### src/design/ispgc_pkg.sv
// Function
// - Write-direction match clears direction, buffers address
// - No acknowledge when buffer full or overflow
// - Load buffer only when buffer full clear
// - Flag every received byte; software clears it
// - Read match sets direction, acknowledges, stretches clock
// - Buffer write loads shifter; clock_release frees clock
// - Transmit bits change on falling clock edges
// - Transmit flag set at ninth falling edge
// - Master not-acknowledge ends transfer, resets slave
// - General call recognised only when enabled
// - Address compared to own and general call
// - General call buffers byte, flags ninth edge
// - Ten-bit address match sets address_update_needed
// - Ten-bit general call skips second address half
// - Wake sleeping processor when serial interrupt enabled
// - Reset disables port, aborts transfer
// - Start/stop seen cleared on reset, disable
// - Bus free when stop seen or both clear
// - Master mode flags start and stop conditions only; no bytes are received
// - Reset zeroes control, control two, status
// - Sample on rise, compare at eighth fall
// - Buffer read clears buffer_full; overflow sticky
package ispgc_pkg;

  // ----------------------------------------------------------------
  // Register indices and byte addresses
  // ----------------------------------------------------------------
  localparam logic [7:0] IDX_INTERRUPT_CONTROL = 8'h0b;
  localparam logic [7:0] IDX_PERIPHERAL_FLAGS_ONE = 8'h0c;
  localparam logic [7:0] IDX_PERIPHERAL_FLAGS_TWO = 8'h0d;
  localparam logic [7:0] IDX_SERIAL_BUFFER = 8'h13;
  localparam logic [7:0] IDX_SERIAL_CONTROL = 8'h14;
  localparam logic [7:0] IDX_PERIPHERAL_ENABLES_ONE = 8'h8c;
  localparam logic [7:0] IDX_PERIPHERAL_ENABLES_TWO = 8'h8d;
  localparam logic [7:0] IDX_SERIAL_CONTROL_TWO = 8'h91;
  localparam logic [7:0] IDX_OWN_ADDRESS = 8'h93;
  localparam logic [7:0] IDX_SERIAL_STATUS = 8'h94;

  localparam int ADDR_W = 12;
  localparam logic [11:0] ADDR_INTERRUPT_CONTROL = 12'h02c;
  localparam logic [11:0] ADDR_PERIPHERAL_FLAGS_ONE = 12'h030;
  localparam logic [11:0] ADDR_PERIPHERAL_FLAGS_TWO = 12'h034;
  localparam logic [11:0] ADDR_SERIAL_BUFFER = 12'h04c;
  localparam logic [11:0] ADDR_SERIAL_CONTROL = 12'h050;
  localparam logic [11:0] ADDR_PERIPHERAL_ENABLES_ONE = 12'h230;
  localparam logic [11:0] ADDR_PERIPHERAL_ENABLES_TWO = 12'h234;
  localparam logic [11:0] ADDR_SERIAL_CONTROL_TWO = 12'h244;
  localparam logic [11:0] ADDR_OWN_ADDRESS = 12'h24c;
  localparam logic [11:0] ADDR_SERIAL_STATUS = 12'h250;

  // ----------------------------------------------------------------
  // Field positions
  // ----------------------------------------------------------------
  localparam int STAT_BUFFER_FULL = 0;
  localparam int STAT_ADDRESS_UPDATE = 1;
  localparam int STAT_DIRECTION = 2;
  localparam int STAT_START_SEEN = 3;
  localparam int STAT_STOP_SEEN = 4;
  localparam int STAT_DATA_NOT_ADDR = 5;
  localparam int CTL_WRITE_COLLISION = 7;
  localparam int CTL_RECEIVE_OVERFLOW = 6;
  localparam int CTL_ENABLE = 5;
  localparam int CTL_CLOCK_RELEASE = 4;
  localparam int CTL2_GENERAL_CALL_ENABLE = 7;
  localparam int FLAG_SERIAL_IRQ = 3;
  localparam int MODE_TEN_BIT = 0;

  // ----------------------------------------------------------------
  // Values
  // ----------------------------------------------------------------
  localparam logic [7:0] RESET_ZERO = 8'h00;
  localparam logic [7:0] GENERAL_CALL_ADDRESS = 8'h00;
  localparam logic [3:0] MODE_MASTER = 4'h8;
  localparam logic [3:0] BITS_PER_BYTE = 4'h8;
  localparam logic [3:0] ACK_PULSE = 4'h9;
  localparam logic [1:0] RESP_OKAY = 2'h0;
  localparam logic [1:0] RESP_SLVERR = 2'h2;

  typedef enum logic [1:0] {
    ST_IDLE,
    ST_ADDR,
    ST_RX,
    ST_TX
  } ispgc_state_t;

endpackage : ispgc_pkg

### src/design/ispgc_sync.sv
`timescale 1ns/1ns
module ispgc_sync #(
  parameter int WIDTH = 2
) (
  // Clock and reset
  input wire logic i_mclk,
  input wire logic i_reset,
  // Asynchronous in, synchronous out
  input wire logic [WIDTH-1:0] i_async,
  output logic [WIDTH-1:0] o_sync
);

  logic [WIDTH-1:0] meta_q;

  always_ff @(posedge i_mclk)
  begin
    if (i_reset)
    begin
      meta_q <= '1;
      o_sync <= '1;
    end
    else
    begin
      meta_q <= i_async;
      o_sync <= meta_q;
    end
  end

endmodule : ispgc_sync

### src/design/ispgc_slave.sv
`timescale 1ns/1ns
module ispgc_slave (
  // Clock and reset
  input wire logic i_mclk,
  input wire logic i_reset,
  // AXI4-Lite write
  input wire logic [11:0] i_awaddr,
  input wire logic i_awvalid,
  output logic o_awready,
  input wire logic [31:0] i_wdata,
  input wire logic [3:0] i_wstrb,
  input wire logic i_wvalid,
  output logic o_wready,
  output logic [1:0] o_bresp,
  output logic o_bvalid,
  input wire logic i_bready,
  // AXI4-Lite read
  input wire logic [11:0] i_araddr,
  input wire logic i_arvalid,
  output logic o_arready,
  output logic [31:0] o_rdata,
  output logic [1:0] o_rresp,
  output logic o_rvalid,
  input wire logic i_rready,
  // Two-wire bus
  input wire logic i_scl,
  output logic o_scl_out,
  output logic o_scl_oe,
  input wire logic i_sda,
  output logic o_sda_out,
  output logic o_sda_oe,
  // System
  input wire logic i_sleep,
  output logic o_wake,
  output logic o_bus_free
);

  // ----------------------------------------------------------------
  // Declarations
  // ----------------------------------------------------------------
  logic [11:0] awaddr_q;
  logic [7:0] wdata_q;
  logic wstrb0_q;
  logic wr_fire, rd_fire, wr_hit;
  logic [31:0] rd_data;
  logic rd_hit;
  logic wr_buf, wr_ctl, wr_ctl2, wr_stat, wr_own, wr_flags, wr_pie;
  logic rd_buf;
  logic [7:0] buf_q, own_q, ctl2_q, flags_q, pie_q;
  logic bf_q, ua_q, rw_q, start_q, stop_q, da_q;
  logic [1:0] stat_hi_q;
  logic wcol_q, ov_q, en_q, ckp_q;
  logic [3:0] mode_q;
  logic [1:0] bus_s;
  logic scl_s, sda_s, scl_d, sda_d;
  logic scl_rise, scl_fall, start_det, stop_det;
  ispgc_pkg::ispgc_state_t state_q;
  logic [7:0] sr_q;
  logic [3:0] cnt_q;
  logic hold_q, tx_next_q, nack_q, stage_q, addressed_q, acc_q;
  logic byte_end, ack_end, own7, m_gc, match, accept, is_read;
  logic ev_load, ev_ack, ev_ov, ev_ua, ev_addr, ev_irq, ev_ckp_clr;
  logic tenbit, master;

  // ----------------------------------------------------------------
  // Bus slave
  // ----------------------------------------------------------------
  assign wr_fire = ~o_awready & ~o_wready & ~o_bvalid;
  assign rd_fire = i_arvalid & o_arready;
  assign wr_buf = wr_fire & wstrb0_q
    & (awaddr_q == ispgc_pkg::ADDR_SERIAL_BUFFER);
  assign wr_ctl = wr_fire & wstrb0_q
    & (awaddr_q == ispgc_pkg::ADDR_SERIAL_CONTROL);
  assign wr_ctl2 = wr_fire & wstrb0_q
    & (awaddr_q == ispgc_pkg::ADDR_SERIAL_CONTROL_TWO);
  assign wr_stat = wr_fire & wstrb0_q
    & (awaddr_q == ispgc_pkg::ADDR_SERIAL_STATUS);
  assign wr_own = wr_fire & wstrb0_q
    & (awaddr_q == ispgc_pkg::ADDR_OWN_ADDRESS);
  assign wr_flags = wr_fire & wstrb0_q
    & (awaddr_q == ispgc_pkg::ADDR_PERIPHERAL_FLAGS_ONE);
  assign wr_pie = wr_fire & wstrb0_q
    & (awaddr_q == ispgc_pkg::ADDR_PERIPHERAL_ENABLES_ONE);
  assign rd_buf = rd_fire & (i_araddr == ispgc_pkg::ADDR_SERIAL_BUFFER);

  always_comb
  begin
    wr_hit = 1'b1;
    case (awaddr_q)
      ispgc_pkg::ADDR_INTERRUPT_CONTROL,
      ispgc_pkg::ADDR_PERIPHERAL_FLAGS_ONE,
      ispgc_pkg::ADDR_PERIPHERAL_FLAGS_TWO,
      ispgc_pkg::ADDR_SERIAL_BUFFER,
      ispgc_pkg::ADDR_SERIAL_CONTROL,
      ispgc_pkg::ADDR_PERIPHERAL_ENABLES_ONE,
      ispgc_pkg::ADDR_PERIPHERAL_ENABLES_TWO,
      ispgc_pkg::ADDR_SERIAL_CONTROL_TWO,
      ispgc_pkg::ADDR_OWN_ADDRESS,
      ispgc_pkg::ADDR_SERIAL_STATUS: wr_hit = 1'b1;
      default: wr_hit = 1'b0;
    endcase
  end

  always_comb
  begin
    rd_data = 32'h0000_0000;
    rd_hit = 1'b1;
    case (i_araddr)
      ispgc_pkg::ADDR_INTERRUPT_CONTROL,
      ispgc_pkg::ADDR_PERIPHERAL_FLAGS_TWO,
      ispgc_pkg::ADDR_PERIPHERAL_ENABLES_TWO: rd_data[7:0] = 8'h00;
      ispgc_pkg::ADDR_PERIPHERAL_FLAGS_ONE: rd_data[7:0] = flags_q;
      ispgc_pkg::ADDR_PERIPHERAL_ENABLES_ONE: rd_data[7:0] = pie_q;
      ispgc_pkg::ADDR_SERIAL_BUFFER: rd_data[7:0] = buf_q;
      ispgc_pkg::ADDR_SERIAL_CONTROL:
        rd_data[7:0] = {wcol_q, ov_q, en_q, ckp_q, mode_q};
      ispgc_pkg::ADDR_SERIAL_CONTROL_TWO: rd_data[7:0] = ctl2_q;
      ispgc_pkg::ADDR_OWN_ADDRESS: rd_data[7:0] = own_q;
      ispgc_pkg::ADDR_SERIAL_STATUS:
        rd_data[7:0] = {stat_hi_q, da_q, stop_q, start_q, rw_q, ua_q, bf_q};
      default: rd_hit = 1'b0;
    endcase
  end

  always_ff @(posedge i_mclk)
  begin
    if (i_reset)
    begin
      o_awready <= 1'b1;
      o_wready <= 1'b1;
      o_bvalid <= 1'b0;
      o_bresp <= ispgc_pkg::RESP_OKAY;
      awaddr_q <= 12'h000;
      wdata_q <= 8'h00;
      wstrb0_q <= 1'b0;
    end
    else
    begin
      if (i_awvalid & o_awready)
      begin
        o_awready <= 1'b0;
        awaddr_q <= i_awaddr;
      end
      if (i_wvalid & o_wready)
      begin
        o_wready <= 1'b0;
        wdata_q <= i_wdata[7:0];
        wstrb0_q <= i_wstrb[0];
      end
      if (wr_fire)
      begin
        o_bvalid <= 1'b1;
        o_bresp <= wr_hit ? ispgc_pkg::RESP_OKAY : ispgc_pkg::RESP_SLVERR;
      end
      if (o_bvalid & i_bready)
      begin
        o_bvalid <= 1'b0;
        o_awready <= 1'b1;
        o_wready <= 1'b1;
      end
    end
  end

  always_ff @(posedge i_mclk)
  begin
    if (i_reset)
    begin
      o_arready <= 1'b1;
      o_rvalid <= 1'b0;
      o_rdata <= 32'h0000_0000;
      o_rresp <= ispgc_pkg::RESP_OKAY;
    end
    else if (rd_fire)
    begin
      o_arready <= 1'b0;
      o_rvalid <= 1'b1;
      o_rdata <= rd_data;
      o_rresp <= rd_hit ? ispgc_pkg::RESP_OKAY : ispgc_pkg::RESP_SLVERR;
    end
    else if (o_rvalid & i_rready)
    begin
      o_rvalid <= 1'b0;
      o_arready <= 1'b1;
    end
  end

  // ----------------------------------------------------------------
  // Software registers
  // ----------------------------------------------------------------
  always_ff @(posedge i_mclk)
  begin
    if (i_reset)
    begin
      wcol_q <= 1'b0;
      en_q <= 1'b0;
      mode_q <= 4'h0;
      ctl2_q <= ispgc_pkg::RESET_ZERO;
      stat_hi_q <= 2'b00;
      own_q <= ispgc_pkg::RESET_ZERO;
      pie_q <= ispgc_pkg::RESET_ZERO;
    end
    else
    begin
      if (wr_ctl)
      begin
        wcol_q <= wdata_q[ispgc_pkg::CTL_WRITE_COLLISION];
        en_q <= wdata_q[ispgc_pkg::CTL_ENABLE];
        mode_q <= wdata_q[3:0];
      end
      if (wr_ctl2)
        ctl2_q <= wdata_q;
      if (wr_stat)
        stat_hi_q <= wdata_q[7:6];
      if (wr_own)
        own_q <= wdata_q;
      if (wr_pie)
        pie_q <= wdata_q;
    end
  end

  // ----------------------------------------------------------------
  // Bus input synchronisers and edges
  // ----------------------------------------------------------------
  ispgc_sync #(
    .WIDTH(2)
  ) u_sync (
    .i_mclk(i_mclk),
    .i_reset(i_reset),
    .i_async({i_scl, i_sda}),
    .o_sync(bus_s)
  );

  assign scl_s = bus_s[1];
  assign sda_s = bus_s[0];

  always_ff @(posedge i_mclk)
  begin
    if (i_reset)
    begin
      scl_d <= 1'b1;
      sda_d <= 1'b1;
    end
    else
    begin
      scl_d <= scl_s;
      sda_d <= sda_s;
    end
  end

  assign scl_rise = scl_s & ~scl_d;
  assign scl_fall = ~scl_s & scl_d;
  assign start_det = scl_s & scl_d & sda_d & ~sda_s;
  assign stop_det = scl_s & scl_d & ~sda_d & sda_s;

  // ----------------------------------------------------------------
  // Address match and byte events
  // ----------------------------------------------------------------
  assign tenbit = mode_q[ispgc_pkg::MODE_TEN_BIT];
  assign master = (mode_q == ispgc_pkg::MODE_MASTER);
  assign byte_end = scl_fall & (cnt_q == ispgc_pkg::BITS_PER_BYTE)
    & (state_q != ispgc_pkg::ST_IDLE);
  assign ack_end = scl_fall & (cnt_q == ispgc_pkg::ACK_PULSE)
    & acc_q;
  assign own7 = (sr_q[7:1] == own_q[7:1]);
  assign m_gc = ctl2_q[ispgc_pkg::CTL2_GENERAL_CALL_ENABLE]
    & (sr_q == ispgc_pkg::GENERAL_CALL_ADDRESS);

  always_comb
  begin
    match = 1'b0;
    if (tenbit & stage_q)
      match = (sr_q == own_q);
    else if (tenbit)
      match = m_gc | (own7 & (~sr_q[0] | addressed_q));
    else
      match = m_gc | own7;
  end

  assign is_read = match & sr_q[0] & ~m_gc;
  assign accept = (state_q == ispgc_pkg::ST_RX) | match;
  assign ev_addr = byte_end & (state_q == ispgc_pkg::ST_ADDR) & match;
  assign ev_load = byte_end & (state_q != ispgc_pkg::ST_TX)
    & accept & ~bf_q;
  assign ev_ack = ev_load & ~ov_q;
  assign ev_ov = byte_end & (state_q != ispgc_pkg::ST_TX) & accept & bf_q;
  assign ev_ua = ev_addr & tenbit & ~m_gc & ~sr_q[0];
  assign ev_irq = ack_end | (master & (start_det | stop_det));
  assign ev_ckp_clr = ack_end & tx_next_q & ~nack_q;

  // ----------------------------------------------------------------
  // Status and flag registers
  // ----------------------------------------------------------------
  always_ff @(posedge i_mclk)
  begin
    if (i_reset)
    begin
      bf_q <= 1'b0;
      ov_q <= 1'b0;
      ua_q <= 1'b0;
      rw_q <= 1'b0;
      da_q <= 1'b0;
      ckp_q <= 1'b0;
      buf_q <= 8'h00;
    end
    else
    begin
      if (ev_load)
      begin
        bf_q <= 1'b1;
        buf_q <= sr_q;
      end
      else if (rd_buf)
        bf_q <= 1'b0;
      else if (wr_buf)
        buf_q <= wdata_q;
      if (ev_ov)
        ov_q <= 1'b1;
      else if (wr_ctl)
        ov_q <= wdata_q[ispgc_pkg::CTL_RECEIVE_OVERFLOW];
      if (ev_ua)
        ua_q <= 1'b1;
      else if (wr_own)
        ua_q <= 1'b0;
      if (ev_addr)
        rw_q <= is_read;
      if (byte_end)
        da_q <= (state_q == ispgc_pkg::ST_RX);
      if (wr_ctl)
        ckp_q <= wdata_q[ispgc_pkg::CTL_CLOCK_RELEASE];
      else if (ev_ckp_clr)
        ckp_q <= 1'b0;
    end
  end

  always_ff @(posedge i_mclk)
  begin
    if (i_reset)
      flags_q <= ispgc_pkg::RESET_ZERO;
    else if (en_q & ev_irq)
    begin
      if (wr_flags)
        flags_q <= wdata_q;
      flags_q[ispgc_pkg::FLAG_SERIAL_IRQ] <= 1'b1;
    end
    else if (wr_flags)
      flags_q <= wdata_q;
  end

  always_ff @(posedge i_mclk)
  begin
    if (i_reset | ~en_q)
    begin
      start_q <= 1'b0;
      stop_q <= 1'b0;
    end
    else if (start_det)
    begin
      start_q <= 1'b1;
      stop_q <= 1'b0;
    end
    else if (stop_det)
    begin
      start_q <= 1'b0;
      stop_q <= 1'b1;
    end
  end

  always_ff @(posedge i_mclk)
  begin
    if (i_reset)
    begin
      o_bus_free <= 1'b0;
      o_wake <= 1'b0;
    end
    else
    begin
      o_bus_free <= stop_q | (~start_q & ~stop_q);
      o_wake <= i_sleep & pie_q[ispgc_pkg::FLAG_SERIAL_IRQ]
        & flags_q[ispgc_pkg::FLAG_SERIAL_IRQ];
    end
  end

  // ----------------------------------------------------------------
  // Slave engine
  // ----------------------------------------------------------------
  always_ff @(posedge i_mclk)
  begin
    if (i_reset | ~en_q | stop_det)
    begin
      state_q <= ispgc_pkg::ST_IDLE;
      cnt_q <= 4'h0;
      hold_q <= 1'b0;
      tx_next_q <= 1'b0;
      nack_q <= 1'b0;
      acc_q <= 1'b0;
      stage_q <= 1'b0;
      addressed_q <= 1'b0;
      o_sda_oe <= 1'b0;
    end
    else if (start_det & ~master)
    begin
      state_q <= ispgc_pkg::ST_ADDR;
      cnt_q <= 4'h0;
      hold_q <= 1'b0;
      tx_next_q <= 1'b0;
      nack_q <= 1'b0;
      acc_q <= 1'b0;
      stage_q <= 1'b0;
      o_sda_oe <= 1'b0;
    end
    else if (hold_q)
    begin
      if (tx_next_q & ckp_q)
      begin
        hold_q <= 1'b0;
        state_q <= ispgc_pkg::ST_TX;
        o_sda_oe <= ~sr_q[7];
      end
      else if (~tx_next_q & ~ua_q)
        hold_q <= 1'b0;
    end
    else if (state_q != ispgc_pkg::ST_IDLE)
    begin
      if (scl_rise)
      begin
        cnt_q <= cnt_q + 4'h1;
        if (cnt_q == ispgc_pkg::BITS_PER_BYTE)
          nack_q <= sda_s;
      end
      if (byte_end)
      begin
        acc_q <= accept | (state_q == ispgc_pkg::ST_TX);
        if (state_q == ispgc_pkg::ST_TX)
          o_sda_oe <= 1'b0;
        else
          o_sda_oe <= ev_ack;
        if (state_q == ispgc_pkg::ST_ADDR)
        begin
          if (~match)
            state_q <= ispgc_pkg::ST_IDLE;
          else if (is_read)
            tx_next_q <= 1'b1;
          else if (tenbit & ~m_gc & ~stage_q)
            stage_q <= 1'b1;
          else
          begin
            addressed_q <= tenbit & ~m_gc;
            state_q <= ispgc_pkg::ST_RX;
          end
        end
      end
      else if (ack_end)
      begin
        cnt_q <= 4'h0;
        o_sda_oe <= 1'b0;
        if (tx_next_q & nack_q & (state_q == ispgc_pkg::ST_TX))
        begin
          state_q <= ispgc_pkg::ST_IDLE;
          tx_next_q <= 1'b0;
        end
        else
          hold_q <= tx_next_q | ua_q;
      end
      else if (scl_fall & (state_q == ispgc_pkg::ST_TX)
        & (cnt_q != 4'h0) & (cnt_q < ispgc_pkg::BITS_PER_BYTE))
        o_sda_oe <= ~sr_q[6];
    end
  end

  always_ff @(posedge i_mclk)
  begin
    if (i_reset)
      sr_q <= 8'h00;
    else if (wr_buf & (state_q == ispgc_pkg::ST_TX | tx_next_q))
      sr_q <= wdata_q;
    else if (scl_rise & (state_q == ispgc_pkg::ST_ADDR
      | state_q == ispgc_pkg::ST_RX) & ~hold_q)
      sr_q <= {sr_q[6:0], sda_s};
    else if (scl_fall & (state_q == ispgc_pkg::ST_TX)
      & (cnt_q != 4'h0) & (cnt_q < ispgc_pkg::BITS_PER_BYTE))
      sr_q <= {sr_q[6:0], 1'b0};
  end

  // ----------------------------------------------------------------
  // Open-drain line drivers
  // ----------------------------------------------------------------
  always_ff @(posedge i_mclk)
  begin
    if (i_reset)
    begin
      o_scl_oe <= 1'b0;
      o_scl_out <= 1'b0;
      o_sda_out <= 1'b0;
    end
    else
    begin
      o_scl_oe <= hold_q & en_q;
      o_scl_out <= 1'b0;
      o_sda_out <= 1'b0;
    end
  end

endmodule : ispgc_slave

### config.mk
export PLATFORM = sky130hd
export DESIGN_NAME = ispgc_slave
export DESIGN_NICKNAME = d
export VERILOG_FILES = /design/src/design/ispgc_pkg.sv /design/src/design/ispgc_sync.sv /design/src/design/ispgc_slave.sv
export SDC_FILE = /design/constraint.sdc
export NUM_CORES = 1
export LEC_CHECK = 0
export ABC_CLOCK_PERIOD_IN_PS = 2500
export BUFFER_PORTS_ARGS = -buffer_cell sky130_fd_sc_hd__buf_2
export CAP_MARGIN = 0
export CORE_MARGIN = 1
export CORE_UTILIZATION = 40
export DETAILED_ROUTE_END_ITERATION = 12
export PLACE_DENSITY = 0.69
export SYNTH_ARGS = -nofsm -noshare
export SYNTH_HDL_FRONTEND = slang
export SYNTH_SLANG_ARGS = --single-unit
### constraint.sdc
create_clock -name i_mclk -period 2.5 [get_ports i_mclk]
set_input_delay 0.125 -clock i_mclk [delete_from_list [all_inputs] [get_ports i_mclk]]
set_output_delay 0.125 -clock i_mclk [all_outputs]
set_load 0.02 [all_outputs]
==> results.ini <==
[run_status]
status=finished clean

[worst_setup_path]
worstReg2RegEnd=buf_q[7]$_SDFFE_PP0P_
worstPathCellList=nor3_2 -> nand3b_1 -> or4b_4 -> a41oi_4 -> buf_12 -> mux2i_1 -> a211oi_1
crit_path_start_kind=flop
slowest_delay_ps=570
endpoint_kind=flop
rrSetupSlack_ps=250
cp.arrival_ps=2560
critPathKind=reg2reg
timing.rr.start=awaddr_q[0]$_SDFFE_PP0P_
cp.required_ps=2820
crit_path_top_delay_cell=or4b_4
crit_path_start=awaddr_q[0]$_SDFFE_PP0P_
ff2ff_path_depth=7
crit_fanout=8
crit_end=buf_q[7]$_SDFFE_PP0P_

[timing]
timing.fmax_ghz=0.445
setup_viol=0
fin_crit_ps=2250
rsz0062_at_grt=no
slew_viol_final=0
skew_ps=10.1
setup_tns_ps=0
relSlewSlack_pct=50.8
worst_slew_pin_slew_ps=737
period_share_pct=89.9
hold_viol_final=0

[floorplan]
die_width_microns=124
initial_core_util_pct=40.9
io_pins=117
die_area_sq_mm=0.0154
core_area_sq_mm=0.0145
rows=44
die_h_microns=124

[drt]
wl_met1_mm=6.72
met2_wirelength_mm=6.62
drt-initial-drc-count=415
drc=0
dr.pass1.iters=6
routedWlPerCell_microns=15.1
vias=5187
drtAntennaViolNets=0
viasPerCell=5.34
top_layer=met4
dr_wl_met3_mm=1.02
routed_wirelength_mm=14.6

[min_path]
hold_start=i_wvalid
hp-class=in2reg

[cells_and_area]
fill_cells=1381
drive_gt1_share_pct=17.3
fin_nets=855
antennaDiodeCount=0
fin_cells=972
syn_to_final_growth_pct=22.6

[clock_network]
cts_root_buffer=clkbuf_16
clkSinkCount=122
numCtsBuffers=17
clockBufferDepth=2
path_clk_slew_ps=50
cts_resized=0
htree_levels=4
cts_tree=yes
clock_latency_ps=420

[yosys]
syn_area_per_cell_sq_um=8.69
synth_seq_cells=122
yosysSeqAreaShare_pct=41.1
netlist_area_sq_mm=0.00595
synthFlopType=dfxtp_1
synth_async_sr_flop_share_pct=0
ys_types=60
yosysWarnings=0
synth_cells=684
synth_edf_count=0

[global_routing]
grt_max_degree=82
track_usage_pct=20.2
grt_pass1_wl_mm=23.4
antenna_found_initial=0
grt-ovfl-total=0
grt_pass1_vias=4537

[power_and_ir_drop]
irDropWorstVdd_mv=0.512
p_leak_uw=0.00292
pwr_density_cell_mw_per_mm2=647

[placement]
dp_cells=914
hpwl_mm=10.3
io_buffers=61
routabilityCongestion=0.921

[job]
drv_cap=0

-- metal layers --
layer	vias to the layer above	global-route usage (%)
met1	2403	28.1
met5	-	0
met4	0	7.74
li1	2554	-
met2	205	30.3
met3	25	4.26
-- cell usage after synthesis (4+ instances only) --
cell	n	share of area (%)
nor3b_1	4	0.51
buf_4	29	3.7
nor3_1	9	0.76
mux2_2	8	1.5
clkbuf_1	32	2.0
xnor2_1	10	1.5
o21ai_0	28	2.4
nor2b_1	6	0.63
a22oi_1	5	0.63
mux2i_1	68	11
nand3b_1	5	0.63
a222oi_1	5	0.84
a221oi_1	4	0.59
or2_2	7	0.74
nand3_1	17	1.4
ha_1	7	1.5
nor4_1	6	0.63
o31ai_1	4	0.51
nor4b_1	4	0.59
nor2_1	93	5.9
nand2b_1	9	0.95
a21oi_1	37	3.1
a22o_1	10	1.5
nand2_1	68	4.3
inv_1	16	1.0
a311oi_1	5	0.74
a211oi_1	9	1.1
dfxtp_1	122	41
nand4_1	8	0.84
-- how the worst min path moves through the flow --
stage | endpoint | slack, ps | depth (start not counted)
6_report | o_wready$_SDFFE_PP1P_ | 50 | 2
5_1_grt | o_rvalid$_SDFFE_PP0P_ | 70 | 3
4_1_cts | o_wready$_SDFFE_PP1P_ | 50 | 2
3_5_place_dp | u_sync.meta_q[1]$_SDFF_PP1_ | 320 | 2
3_3_place_gp | u_sync.meta_q[1]$_SDFF_PP1_ | 310 | 2
2_1_floorplan | o_awready$_SDFFE_PP1P_ | 230 | 1
-- cells by family (layout without fill, tap and decap cells) --
kind of cell,Yosys count,after routing,share of synthesized area (%)
buffers and inverters,82,159,7.07
XOR/XNOR,12,12,1.77
AO/OA/AOI/OAI,128,128,14.6
other,1,28,0.0631
AND/OR/NAND/NOR,256,256,21.0
flip-flops,122,122,41.1
multiplexers,76,76,13.0
adder cells (fa/ha/maj),7,7,1.47
-- where the power goes --
group | switching (uW) | internal [uW]
sequential | 48.7 | 1980
clock | 841 | 1570
combinational | 170 | 112
-- cells in the final DEF (no fill, tap or decap), drive strengths merged, types with 5 or more instances in the layout --
master       count
dfxtp          122
nor2            95
buf             86
nand2           68
mux2i           68
a21oi           37
o21ai           28
conb            28
dlygate4sd3     28
clkbuf          20
nand3           17
inv             16
nor3            12
a22o            10
xnor2           10
nand2b           9
a211oi           9
mux2             8
nand4            8
or2              7
ha               7
nor4             7
nor2b            6
nand3b           5
a22oi            5
a311oi           5
a222oi           5
-- worst max-delay path, delay by kind of cell, from the launching register on --
kind	cells	cell delay [ps]
mux	1	70
flops	1	310
simple gates	3	1070
compound gates	2	520
buf+inv	1	160
-- through the flow --
step / total power, uW / hold WS [ps] / setup slack, ps / utilization (%) / instance area, sq um
2_1_floorplan: 2250 / 225 / 391 / - / 6050
3_3_place_gp: 2310 / 310 / 273 / 44.1 / 6410
3_5_place_dp: 2310 / 322 / 170 / 44.1 / 6410
4_1_cts: 4740 / 45.5 / 146 / 50.0 / 7270
5_1_grt: 4890 / 72.3 / 119 / 50.1 / 7290
6_report: 4720 / 52.7 / 253 / 50.1 / 7290
-- registers in the layout, summed over array words and instances, names as in the netlist, 4 cells and up --
| register | cells |
|---|---|
| buf_q | 8 |
| pie_q | 8 |
| sr_q | 8 |
| flags_q | 8 |
| cnt_q | 4 |
| awaddr_q | 12 |
| ctl2_q | 8 |
| own_q | 8 |
| mode_q | 4 |
| o_rdata | 8 |
| wdata_q | 8 |
-- timing repair --
item | CTS | global route
setup endpoints to repair | 0 | 3
hold buffers | 28 | 0
setup buffers | 0 | 1
endpoints found under the hold margin | 27 | 0
-- layout make-up --
cell class / count / area [sq um] / share of cell area [%]
multi-input cells: 507 / 3180 / 43.7
flip-flops and latches: 122 / 2440 / 33.5
repair buffers: 114 / 798 / 11.0
clock buffers: 20 / 447 / 6.13
well taps: 184 / 230 / 3.16
clock inverters: 9 / 125 / 1.72
inverters: 16 / 60.1 / 0.824
Power figures use the tool's default switching activity.
